--- src/design/sto_pkg.sv ---
// Package: register map, fields and reset values of the synth test/override bank
package sto_pkg;
  localparam logic [6:0] ADDR_CP_TEST = 7'h57;
  localparam logic [6:0] ADDR_CP_TRIM = 7'h58;
  localparam logic [6:0] ADDR_DIV_TRIM = 7'h59;
  localparam logic [6:0] ADDR_VCO_TRIM = 7'h5A;
  localparam logic [6:0] ADDR_VCO_CAL = 7'h5B;
  localparam logic [6:0] ADDR_SYN_TEST = 7'h5C;
  localparam logic [6:0] ADDR_BLK_OVR_A = 7'h5D;
  localparam logic [6:0] ADDR_BLK_OVR_B = 7'h5E;
  // Undefined reset bits are taken as zero
  localparam logic [7:0] RST_CP_TEST = 8'h00;
  localparam logic [7:0] RST_CP_TRIM = 8'h80;
  localparam logic [7:0] RST_DIV_TRIM = 8'h80;
  localparam logic [7:0] RST_VCO_TRIM = 8'h83;
  localparam logic [7:0] RST_VCO_CAL = 8'h00;
  localparam logic [7:0] RST_SYN_TEST = 8'h0E;
  localparam logic [7:0] RST_BLK_OVR_A = 8'h00;
  localparam logic [7:0] RST_BLK_OVR_B = 8'h00;
  // Field positions
  localparam int BIT_TX_CORR_BOOST = 7;
  localparam int BIT_TX_CUR_BOOST = 7;
  localparam int BIT_VCO_CORR_OVR = 6;
  localparam int BIT_CP_CORR_OVR = 5;
  localparam int BIT_CAL_OVR = 7;
  localparam int BIT_DS_DITHER = 7;
  localparam int BIT_VCO_TYPE = 6;
  localparam int BIT_OPEN_LOOP = 5;
  localparam int BIT_DS_MODULUS = 4;
  localparam int BIT_LOCK_DET = 6;
  localparam int BIT_PA_OVR = 4;
  localparam int BIT_PLL_RST_OVR = 0;
  localparam logic [3:0] VCO_CORR_BOOST = 4'hF;
  localparam logic [1:0] VCO_CUR_BOOST = 2'h3;
  // Delta-sigma settings
  localparam logic [16:0] DS_MODULUS_0 = 17'h0FA00;
  localparam logic [16:0] DS_MODULUS_1 = 17'h10000;
  typedef enum logic [1:0] {DS_ORDER0, DS_ORDER1, DS_ORDER2, DS_MASH111} sto_ds_order_t;
endpackage

--- src/design/sto_regs.sv ---
// Synthesizer test, trim and block-enable override register bank
// Behaviour
// - TX correction boost forces VCO correction to 1111 in TX and cal-before-TX.
// - TX current boost forces VCO current trim to 11 in TX and cal-before-TX.
// - Override clear: cal field reads the internal calibration result.
// - Override set: written cal value replaces internal result for synthesizer.
// - Bit 7 reads calibration done; writing it sets the override.
// - Modulus select picks 64000 when 0, 65536 when 1.
// - Order field: 00 zero, 01 first, 10 second, 11 MASH 1-1-1.
// - Dithering applied only while dither enable bit is high.
// - Read-only VCO type bit: 0 constant gain, 1 single varactor.
// - Charge pump correction override at bit 5, value in bits 4:0.
// - VCO correction override at bit 6, value in bits 5:2.
// - Charge pump force-up bit 5 and force-down bit 4.
// - Bits 7 and 6 drive PFD reset and divider reset directly.
// - DC-offset-only at bit 3, DC current select in bits 2:0.
// - Divider trims for div3, div2, div1.5 in bits 5:4, 3:2, 1:0.
// - Open-loop enable at bit 5 opens the synthesizer loop.
// - First override register: eight enables, power amplifier at bit 4.
// - Second override register: DSM, mux, buffers, PLL reset at bit 0.
// - Lock detect enable acts directly, no override mode needed.
module sto_regs #(
  parameter int ADDR_W = 7 // Register address width
) (
  input wire logic MCLK_I, // Digital clock, 40 MHz
  input wire logic RESET_N_I, // Synchronous reset, active low
  input wire logic [ADDR_W-1:0] REG_ADDR_I, // Register address from SPI
  input wire logic [7:0] REG_WDATA_I, // Write data
  input wire logic REG_WR_I, // Write strobe, one cycle
  output logic [7:0] REG_RDATA_O, // Read data for the addressed register
  output logic REG_HIT_O, // Address falls inside this bank
  input wire logic TX_MODE_I, // Device is in TX mode
  input wire logic CAL_BEFORE_TX_I, // VCO calibration that precedes TX
  input wire logic [6:0] CAL_RESULT_I, // Internal VCO calibration result
  input wire logic CAL_DONE_I, // VCO calibration finished
  input wire logic VCO_TYPE_I, // VCO type strap
  output logic PFD_RST_O, // Phase detector reset to analog
  output logic FB_DIV_RST_O, // Feedback divider reset to analog
  output logic CP_FORCE_UP_O, // Charge pump force up
  output logic CP_FORCE_DN_O, // Charge pump force down
  output logic CP_DC_ONLY_O, // Charge pump DC offset only
  output logic [2:0] CP_DC_CURR_O, // Charge pump DC current select
  output logic [1:0] CP_GAIN_O, // Charge pump gain setting
  output logic CP_CORR_OVR_O, // Charge pump correction override
  output logic [4:0] CP_CORR_O, // Charge pump correction value
  output logic FB_DIV_HC_O, // Feedback divider high current
  output logic [1:0] DIV3_CURRENT_TRIM_O, // Divide-by-3 current trim
  output logic [1:0] DIV2_CURRENT_TRIM_O, // Divide-by-2 current trim
  output logic [1:0] DIV1_5_CURRENT_TRIM_O, // Divide-by-1.5 current trim
  output logic VCO_CORR_OVR_O, // VCO correction override
  output logic [3:0] VCO_CORR_O, // Effective VCO correction value
  output logic [1:0] VCO_CUR_O, // Effective VCO current trim
  output logic CAL_OVR_O, // Calibration override active
  output logic [6:0] CAL_VALUE_O, // Calibration word used by synthesizer
  output logic DS_DITHER_O, // Modulator dithering enabled
  output logic OPEN_LOOP_O, // Synthesizer loop open
  output logic [16:0] DS_MODULUS_O, // Modulus value
  output logic [1:0] DS_ORDER_O, // Modulator order
  output logic DS_RST_MODE_O, // Modulator reset mode
  output logic DS_RST_O, // Modulator reset
  output logic [7:0] BLK_OVR_A_O, // Block enable overrides, first group
  output logic [6:0] BLK_OVR_B_O, // DSM, mux, buffers, PLL reset overrides
  output logic LOCK_DET_EN_O // Lock detector enable
);
  // ----------------------------------------
  // State
  // ----------------------------------------
  typedef struct packed {
    logic [7:0] cp_test;
    logic [7:0] cp_trim;
    logic [7:0] div_trim;
    logic [7:0] vco_trim;
    logic cal_ovr;
    logic [6:0] cal_val;
    logic [7:0] syn_test;
    logic [7:0] blk_a;
    logic [7:0] blk_b;
  } sto_state_t;

  sto_state_t st_r;
  sto_state_t st_nxt;
  logic boost_phase;

  always_comb
  begin
    st_nxt = st_r;
    if (REG_WR_I)
    begin
      case (REG_ADDR_I)
        sto_pkg::ADDR_CP_TEST: st_nxt.cp_test = REG_WDATA_I;
        sto_pkg::ADDR_CP_TRIM: st_nxt.cp_trim = REG_WDATA_I;
        sto_pkg::ADDR_DIV_TRIM: st_nxt.div_trim = REG_WDATA_I;
        sto_pkg::ADDR_VCO_TRIM: st_nxt.vco_trim = REG_WDATA_I;
        sto_pkg::ADDR_VCO_CAL:
        begin
          st_nxt.cal_ovr = REG_WDATA_I[sto_pkg::BIT_CAL_OVR];
          st_nxt.cal_val = REG_WDATA_I[6:0];
        end
        // Type bit is read-only, its storage is always written as zero
        sto_pkg::ADDR_SYN_TEST: st_nxt.syn_test = {REG_WDATA_I[7], 1'b0, REG_WDATA_I[5:0]};
        sto_pkg::ADDR_BLK_OVR_A: st_nxt.blk_a = REG_WDATA_I;
        sto_pkg::ADDR_BLK_OVR_B: st_nxt.blk_b = REG_WDATA_I;
        default: st_nxt = st_r;
      endcase
    end
  end

  always_ff @(posedge MCLK_I)
  begin
    if (!RESET_N_I)
    begin
      st_r.cp_test <= sto_pkg::RST_CP_TEST;
      st_r.cp_trim <= sto_pkg::RST_CP_TRIM;
      st_r.div_trim <= sto_pkg::RST_DIV_TRIM;
      st_r.vco_trim <= sto_pkg::RST_VCO_TRIM;
      st_r.cal_ovr <= sto_pkg::RST_VCO_CAL[7];
      st_r.cal_val <= sto_pkg::RST_VCO_CAL[6:0];
      st_r.syn_test <= sto_pkg::RST_SYN_TEST;
      st_r.blk_a <= sto_pkg::RST_BLK_OVR_A;
      st_r.blk_b <= sto_pkg::RST_BLK_OVR_B;
    end
    else
    begin
      st_r <= st_nxt;
    end
  end

  // ----------------------------------------
  // Read path
  // ----------------------------------------
  always_comb
  begin
    REG_HIT_O = 1'b1;
    case (REG_ADDR_I)
      sto_pkg::ADDR_CP_TEST: REG_RDATA_O = st_r.cp_test;
      sto_pkg::ADDR_CP_TRIM: REG_RDATA_O = st_r.cp_trim;
      sto_pkg::ADDR_DIV_TRIM: REG_RDATA_O = st_r.div_trim;
      sto_pkg::ADDR_VCO_TRIM: REG_RDATA_O = st_r.vco_trim;
      // Done flag shares bit 7 with the override enable
      sto_pkg::ADDR_VCO_CAL: REG_RDATA_O = {CAL_DONE_I, CAL_VALUE_O};
      sto_pkg::ADDR_SYN_TEST: REG_RDATA_O = {st_r.syn_test[7], VCO_TYPE_I, st_r.syn_test[5:0]};
      sto_pkg::ADDR_BLK_OVR_A: REG_RDATA_O = st_r.blk_a;
      sto_pkg::ADDR_BLK_OVR_B: REG_RDATA_O = st_r.blk_b;
      default:
      begin
        REG_RDATA_O = 8'h00;
        REG_HIT_O = 1'b0;
      end
    endcase
  end

  // ----------------------------------------
  // Analog controls
  // ----------------------------------------
  // Straight wires, no gating, so analog sees the bit exactly
  assign PFD_RST_O = st_r.cp_test[7];
  assign FB_DIV_RST_O = st_r.cp_test[6];
  assign CP_FORCE_UP_O = st_r.cp_test[5];
  assign CP_FORCE_DN_O = st_r.cp_test[4];
  assign CP_DC_ONLY_O = st_r.cp_test[3];
  assign CP_DC_CURR_O = st_r.cp_test[2:0];
  assign CP_GAIN_O = st_r.cp_trim[7:6];
  assign CP_CORR_OVR_O = st_r.cp_trim[sto_pkg::BIT_CP_CORR_OVR];
  assign CP_CORR_O = st_r.cp_trim[4:0];
  assign FB_DIV_HC_O = st_r.div_trim[6];
  assign DIV3_CURRENT_TRIM_O = st_r.div_trim[5:4];
  assign DIV2_CURRENT_TRIM_O = st_r.div_trim[3:2];
  assign DIV1_5_CURRENT_TRIM_O = st_r.div_trim[1:0];

  assign boost_phase = TX_MODE_I | CAL_BEFORE_TX_I;

  sto_vco_boost u_vco_boost (
    .vco_trim_i(st_r.vco_trim),
    .corr_boost_en_i(st_r.div_trim[sto_pkg::BIT_TX_CORR_BOOST]),
    .boost_phase_i(boost_phase),
    .corr_ovr_o(VCO_CORR_OVR_O),
    .corr_o(VCO_CORR_O),
    .cur_o(VCO_CUR_O)
  );

  assign CAL_OVR_O = st_r.cal_ovr;
  assign CAL_VALUE_O = st_r.cal_ovr ? st_r.cal_val : CAL_RESULT_I;

  assign DS_DITHER_O = st_r.syn_test[sto_pkg::BIT_DS_DITHER];
  assign OPEN_LOOP_O = st_r.syn_test[sto_pkg::BIT_OPEN_LOOP];
  assign DS_MODULUS_O = st_r.syn_test[sto_pkg::BIT_DS_MODULUS] ? sto_pkg::DS_MODULUS_1
    : sto_pkg::DS_MODULUS_0;
  assign DS_ORDER_O = st_r.syn_test[3:2];
  assign DS_RST_MODE_O = st_r.syn_test[1];
  assign DS_RST_O = st_r.syn_test[0];

  assign BLK_OVR_A_O = st_r.blk_a;
  assign BLK_OVR_B_O = {st_r.blk_b[7], st_r.blk_b[5:0]};
  // Lock detect bypasses any override gating
  assign LOCK_DET_EN_O = st_r.blk_b[sto_pkg::BIT_LOCK_DET];
endmodule

--- src/design/sto_vco_boost.sv ---
// VCO current correction and trim with TX boost forcing
module sto_vco_boost (
  input wire logic [7:0] vco_trim_i, // VCO current trim register
  input wire logic corr_boost_en_i, // TX correction boost enable
  input wire logic boost_phase_i, // TX mode or calibration before TX
  output logic corr_ovr_o, // Correction override enable
  output logic [3:0] corr_o, // Effective correction value
  output logic [1:0] cur_o // Effective current trim
);
  always_comb
  begin
    corr_ovr_o = vco_trim_i[sto_pkg::BIT_VCO_CORR_OVR];
    corr_o = vco_trim_i[5:2];
    cur_o = vco_trim_i[1:0];
    if (corr_boost_en_i && boost_phase_i)
    begin
      corr_o = sto_pkg::VCO_CORR_BOOST;
    end
    if (vco_trim_i[sto_pkg::BIT_TX_CUR_BOOST] && boost_phase_i)
    begin
      cur_o = sto_pkg::VCO_CUR_BOOST;
    end
  end
endmodule

--- config.mk ---
export PLATFORM = sky130hd
export DESIGN_NAME = sto_regs
export DESIGN_NICKNAME = d
export VERILOG_FILES = /design/src/design/sto_pkg.sv /design/src/design/sto_regs.sv /design/src/design/sto_vco_boost.sv
export SDC_FILE = /design/constraint.sdc
export NUM_CORES = 1
export LEC_CHECK = 0
export BUFFER_PORTS_ARGS = -buffer_cell sky130_fd_sc_hd__buf_2
export CORE_MARGIN = 5
export CORE_UTILIZATION = 54
export CTS_CLUSTER_DIAMETER = 30
export CTS_CLUSTER_SIZE = 24
export DETAILED_ROUTE_END_ITERATION = 8
export GPL_ROUTABILITY_DRIVEN = 0
export PLACE_DENSITY = 0.88
export SLEW_MARGIN = 25
export SYNTH_ARGS = -nofsm -noshare
export SYNTH_HDL_FRONTEND = slang
export SYNTH_SLANG_ARGS = --single-unit
--- constraint.sdc ---
create_clock -name MCLK_I -period 5.79 [get_ports MCLK_I]
set_input_delay 1.4475 -clock MCLK_I [delete_from_list [all_inputs] [get_ports MCLK_I]]
set_output_delay 1.4475 -clock MCLK_I [all_outputs]
set_load 0.03 [all_outputs]
==> impl_results.md, run 1 <==
* Resize count post-CTS at 0
* Yosys cell types at between 40 and 50
* CTS sink cnt at 63
* Fin area at between 3000 and 4000 um2
* Vias per inst at 6.11
* Syn Area/Cell at 8.64 um2
* DP Area at roughly 3500 um2
* Worst-Skew Late Latency at 0.33 ns
* Relative slew slack at 0.465
* Synth top area share at 0.374
* Asr flop ratio synth at 0
* Top FF cell, synth: dfxtp_1
* GRT Residual Overflow at 0
* Hold Path Sink: st_r[28]
* Post-synthesis register bit count at between 60 and 70
* Hold-critical path depth at 2
* Starting Density at 0.562
* Clock tree buffer depth at 2
* Largest net degree at the start of global routing at 40
* Fill count at 510
* Final hold vios at 0
* Seq/Total Area, Yosys at 0.374
* 1st-iter DRT viols at 332
* F_max at 0.213 GHz
* Arrival @ worst endpoint at 3.24 ns
* Total wire length at around 9500 um
* Drt wl/cell at 18.4 um
* Worst R2R Setup Slack at 4.91 ns
* Share of cells above drive strength 1 at 0.334
* CTS tree: done
* Worst path max stage delay at about 0.63 ns
* Hold crit path type: register to register
* EDFF count, synth at 0
* Global-route wire length before repair at 14600 um
* Root Buffer: clkbuf_8
* Reg-to-Reg Start: CAL_OVR_O
* HPWL Detailed at 6910 um
* Postcts setup bufs at 0
* Fin cells at 515
* Hold wc startpoint: st_r[28]
* CORE AREA at 5990 um2
* Total power at 902 uW
* Nets at 464
* Pwr Density at roughly 240 nW/um2
* Chip width at 89.0 um
* CTS buffer count at 9
* Status: finished, final reports clean
* Die H at 89.0 um
* Clk pin slew, worst setup/hold paths at 0.07 ns
* Row Count at 28
* Synth area leader: dfxtp_1
* Area Growth Syn to Fin at 9.92%
* # hold bufs at CTS at 0
* Kind of critical path: input port to output pin
* CTS HTree Levels at 3
* CP most frequent cell: buf_2
* Port Buffers at roughly 100
* Initial antenna violation count at 0
* Reg area at ~1300 um2
* Clock skew at 0 ns
* Most frequent cells in the layout: 104 x buf_2, 63 x dfxtp_1, 56 x o21ai_0, 54 x nand3_1, 31 x nand2_1
* DRC at 0
* Antenna Cells at 0
* RR Endpoint: CAL_OVR_O
* RSZ-0062 raised after global routing: no
* DR pass1 iterations at 5
* CP max stage cell: nor3_1
* Total GRT Usage at 0.243
* Total I/O pin count at 115
* Leak at around 0.0016 uW
* Peak VDD IR at 143 uV
* CP Launch Type: input port
* Die area at 7920 um2
* Maxcap violations at 0
* DRT antenna net count at 0
* Mapped cell area at 3370 um2
* Slew Viols, Final at 0
* Post-synthesis cell count at 390
* Critical Path Fanout Max at 23
* Setup TNS at 0 ns
* Vias in the first global route at 2886
* Multi-input logic area at 1620 um2
* Tcrit/Tclk final at 0.810
* Placed cell count at 499
* Largest cells by area after synthesis: dfxtp_1 37%, buf_4 12%, o21ai_0 8.3%
* Actual slew at the worst max-slew pin at 0.797 ns
* CP Cell Sequence: buf_2 > or2b_1 > nor3_1 > a22oi_1 > nand2_1 > buf_2
* Worst r2r path cells at 2
* Post-layout min period at 4.69 ns
* Yosys Warn Count at 0
* Most common cell after layout, fill and taps aside: buf_2
* CP endpoint kind: output pin
* Worst hold slack at 0.458 ns
* Final setup viols at 0
* Total number of vias at 3147
* Worst path required time at 4.34 ns
[through the flow]
| stage | utilization | worst slack [ns] |
|---|---|---|
| floorplan | - | 1.68 |
| global placement | 0.586 | 1.23 |
| detailed placement | 0.586 | 1.15 |
| CTS | 0.618 | 1.14 |
| global route | 0.618 | 1.03 |
| finish | 0.618 | 1.10 |
[cell families (layout without fill, tap and decap cells)]
logic type | count (synthesis) | in the layout | synth area share
muxes | 30 | 30 | 0.0947
and+or+nand+nor | 122 | 122 | 0.199
DFF | 63 | 63 | 0.374
xor gates and xnor gates | 1 | 1 | 0.00260
AOI/OAI and AO/OA | 90 | 90 | 0.173
buffers and inverters | 83 | 124 | 0.156
other | 1 | 10 | 0.00111
[synth_stat cells (all sizes together), types with 2 or more instances]
cell	n
inv	3
dfxtp	63
nor2	2
nand3	56
nor2b	4
a22o	13
a221o	6
nand2	31
mux2	15
nand4	6
nand2b	8
mux2i	15
o21ai	64
and2	3
clkbuf	17
buf	63
nand4b	3
[flip-flops by register name, summed over array words and instances, names as in the netlist, 2 cells and up]
| signal | count |
|---|---|
| CP_DC_CURR_O | 3 |
| CP_GAIN_O | 2 |
| BLK_OVR_A_O | 8 |
| DIV2_CURRENT_TRIM_O | 2 |
| st_r | 17 |
| DS_ORDER_O | 2 |
| DIV1_5_CURRENT_TRIM_O | 2 |
| DIV3_CURRENT_TRIM_O | 2 |
| CP_CORR_O | 5 |
| BLK_OVR_B_O | 7 |
[layer usage]
metal,part of all wire,GRT usage,up-vias
met4,0.046,0.149,0
met3,0.10,0.0553,44
met2,0.47,0.389,208
met1,0.38,0.297,1475
met5,0,0,-
li1,-,-,1420
[layout make-up]
cell class,count,share of cell area
Multi-Input combinational cell,253,0.437
Clock inverter,3,0.0115
Tap cell,75,0.0253
Inverter,3,0.00304
Timing Repair Buffer,105,0.143
Clock buffer,13,0.0402
Sequential cell,63,0.341
[power by group]
group	internal [uW]	switching, uW
registers	434	0.875
logic	24.3	64.9
clock network	210	167
[critical path, delay by kind of cell]
family,cells,cell delay (ns)
buf+inv,2,0.48
simple gates,3,1.11
compound gates,1,0.20
[how the worst max path moves through the flow]
stage	to	slack [ns]	from
2_1_floorplan	REG_RDATA_O[0]	1.68	REG_ADDR_I[3]
3_3_place_gp	REG_RDATA_O[6]	1.23	REG_ADDR_I[2]
3_5_place_dp	REG_RDATA_O[6]	1.15	REG_ADDR_I[2]
4_1_cts	REG_RDATA_O[6]	1.14	REG_ADDR_I[2]
5_1_grt	REG_RDATA_O[6]	1.03	REG_ADDR_I[2]
6_report	REG_RDATA_O[6]	1.10	REG_ADDR_I[2]
Power figures use the tool's default switching activity.
==> run 2: changes to the inputs <==
--- a/config.mk
+++ b/config.mk
@@ -7,12 +7,12 @@
 export LEC_CHECK = 0
 export BUFFER_PORTS_ARGS = -buffer_cell sky130_fd_sc_hd__buf_2
 export CORE_MARGIN = 5
-export CORE_UTILIZATION = 54
+export CORE_UTILIZATION = 46
 export CTS_CLUSTER_DIAMETER = 30
 export CTS_CLUSTER_SIZE = 24
 export DETAILED_ROUTE_END_ITERATION = 8
 export GPL_ROUTABILITY_DRIVEN = 0
-export PLACE_DENSITY = 0.88
+export PLACE_DENSITY = 0.8
 export SLEW_MARGIN = 25
 export SYNTH_ARGS = -nofsm -noshare
 export SYNTH_HDL_FRONTEND = slang
==> constraint.sdc (replaced) <==
create_clock -name MCLK_I -period 4 [get_ports MCLK_I]
set_input_delay 1 -clock MCLK_I [delete_from_list [all_inputs] [get_ports MCLK_I]]
set_output_delay 1 -clock MCLK_I [all_outputs]
set_load 0.03 [all_outputs]
==> run 2 against run 1 <==
Net effect:
- core utilization shrank 10 points
- clock-buffer cell count shrank 1
- combinational power grew 45%
- sequential share of layout area shrank 0.13 points
- clock skew is the same
- largest power group unchanged
- highest routed layer unchanged
==> impl_results.md, run 2 (synthesis results as in run 1) <==
* CTS HTree Levels at 3 (unchanged)
* CP Launch Type: input port (unchanged)
* Actual slew at the worst max-slew pin at 0.878 ns (was 0.797 ns)
* Tcrit/Tclk final at 0.940
* Total wire length at 9420 um (was 9490 um)
* Clk pin slew, worst setup/hold paths at 0.06 ns (was 0.07 ns)
* Port Buffers at 104 (unchanged)
* Worst Setup SP: REG_ADDR_I[2] (unchanged)
* Global-route wire length before repair at 14300 um (was 14600 um)
* Reg-to-Reg Start: CAL_OVR_O (unchanged)
* Kind of critical path: input port to output pin (unchanged)
* Area Growth Syn to Fin at 10.3% (was 9.92%)
* Met1 WL at 3670 um (was 3590 um)
* RSZ-0062 raised after global routing: no (unchanged)
* Routed wire length on met2 at 4630 um (was 4500 um)
* Highest Signal Layer: met4 (unchanged)
* Worst path required time at 3.00 ns (was 4.34 ns)
* DR pass1 iterations at 5 (unchanged)
* Setup TNS at 0 ns (unchanged)
* Worst-Skew Late Latency at 0.33 ns (about the same)
* Clock tree buffer depth at 2 (unchanged)
* Most common cell after layout, fill and taps aside: buf_2 (unchanged)
* Postcts setup bufs at 0 (unchanged)
* HPWL Detailed at 7150 um (was 6910 um)
* Worst setup margin at 0.240 ns (was 1.10 ns)
* Die area at 9130 um2 (was 7920 um2)
* Fin cells at 539 (was 515)
* # hold bufs at CTS at 0 (unchanged)
* Vias in the first global route at 2750 (was 2886)
* DRC at 0 (unchanged)
* Critical Path Fanout Max at 23 (unchanged)
* Antenna Cells at 0 (unchanged)
* Clock skew at 0 ns (unchanged)
* CTS sink cnt at 63 (unchanged)
* Total power at 1250 uW (was 902 uW)
* Initial antenna violation count at 0 (unchanged)
* Hold wc startpoint: st_r[29] (was st_r[28])
* Final hold vios at 0 (unchanged)
* Maxcap violations at 0 (unchanged)
* DRT antenna net count at 0 (unchanged)
* Final setup viols at 0 (unchanged)
* Row Count at 31 (was 28)
* Slew Viols, Final at 0 (unchanged)
* Worst hold slack at 0.469 ns (was 0.458 ns)
* CP endpoint kind: output pin (unchanged)
* Total I/O pin count at 115 (unchanged)
* Leak at 0.00163 uW (about the same)
* Chip width at 95.6 um (was 89.0 um)
* Starting Density at 0.469 (was 0.562)
* Resize count post-CTS at 0 (unchanged)
* Total number of vias at 3030 (was 3147)
* Root Buffer: clkbuf_8 (unchanged)
* Peak VDD IR at 139 uV (was 143 uV)
* Drt wl/cell at 17.5 um (was 18.4 um)
* Pwr Density at 337 nW/um2 (was 244 nW/um2)
* Die H at 95.6 um (was 89.0 um)
* Arrival @ worst endpoint at 2.76 ns (was 3.24 ns)
* Nets at 464 (unchanged)
* Total GRT Usage at 0.206 (was 0.243)
* Status: finished, final reports clean (unchanged)
* Relative slew slack at 0.415 (was 0.465)
* Largest Register: st_r (unchanged)
* Placed cell count at 523 (was 499)
* 1st-iter DRT viols at 245 (was 332)
* Post-layout min period at ~3.8 ns
* Max FFs per register at 17 (unchanged)
* Routed wl met3 at 873 um (was 971 um)
* Vias per inst at 5.62 (was 6.11)
* Hold crit path type: register to register (unchanged)
* Post-Place Setup Slack at 0.267 ns (was 1.15 ns)
* CORE AREA at 7180 um2 (was 5990 um2)
* Largest net degree at the start of global routing at 50 (was 40)
* F_max at between 0.2 and 0.3 GHz
* GRT Residual Overflow at 0 (unchanged)
* CTS buffer count at 9 (unchanged)
* CTS tree: done (unchanged)
* Share of cells above drive strength 1 at 0.339 (was 0.334)
* Most frequent cells in the layout: 104 x buf_2, 63 x dfxtp_1, 56 x o21ai_0, 54 x nand3_1, 31 x nand2_1 (unchanged)
run 2: cell types whose count changed in the layout (fill, tap and decap cells not counted), sizes merged:
cell,change
bufinv,-1
clkbuf,-1
clkinv,+3
clkinvlp,-1
run 2: worst paths after layout:
path                            depth (start not counted)        endpoint  slack [ns]
worst min-delay path                                    2        st_r[29]        0.47
worst max register to register                          2       CAL_OVR_O        3.17
worst min register to register                          2        st_r[29]        0.47
worst max-delay path                                    5  REG_RDATA_O[3]        0.24
run 2: cell type report:
class | count | area, um2
clock inverters | 4 | 20.0
clock buffers | 12 | 155
fillers | 677 | 3460
inverters | 3 | 11.3
well taps | 99 | 124
flip-flops and latches | 63 | 1260
repair buffers | 105 | 528
multi-input cells | 253 | 1620
run 2: report_power, final:
part / switching (uW) / internal, uW / total, uW
Sequential: 1.31 / 629 / 630
Combinational: 93.3 / 35.2 / 129
Clock: 238 / 255 / 492
Total: 332 / 918 / 1250
run 2: through the flow:
stage               area [um2]   util
CTS                       3720  0.518
finish                    3720  0.518
detailed placement        3540  0.493
floorplan                 3400      -
global route              3720  0.518
global placement          3540  0.493
run 2: per-layer routing:
metal / vias to the layer above / global-route usage
li1: 1431 / -
met1: 1415 / 0.244
met2: 159 / 0.347
met3: 25 / 0.0529
met4: 0 / 0.0900
met5: - / 0
run 2: critical path, cell delays in order:
cell and delay, ns:
buf_2 0.27, or2b_1 0.35, nor3_1 0.64, a221o_1 0.29, buf_2 0.20
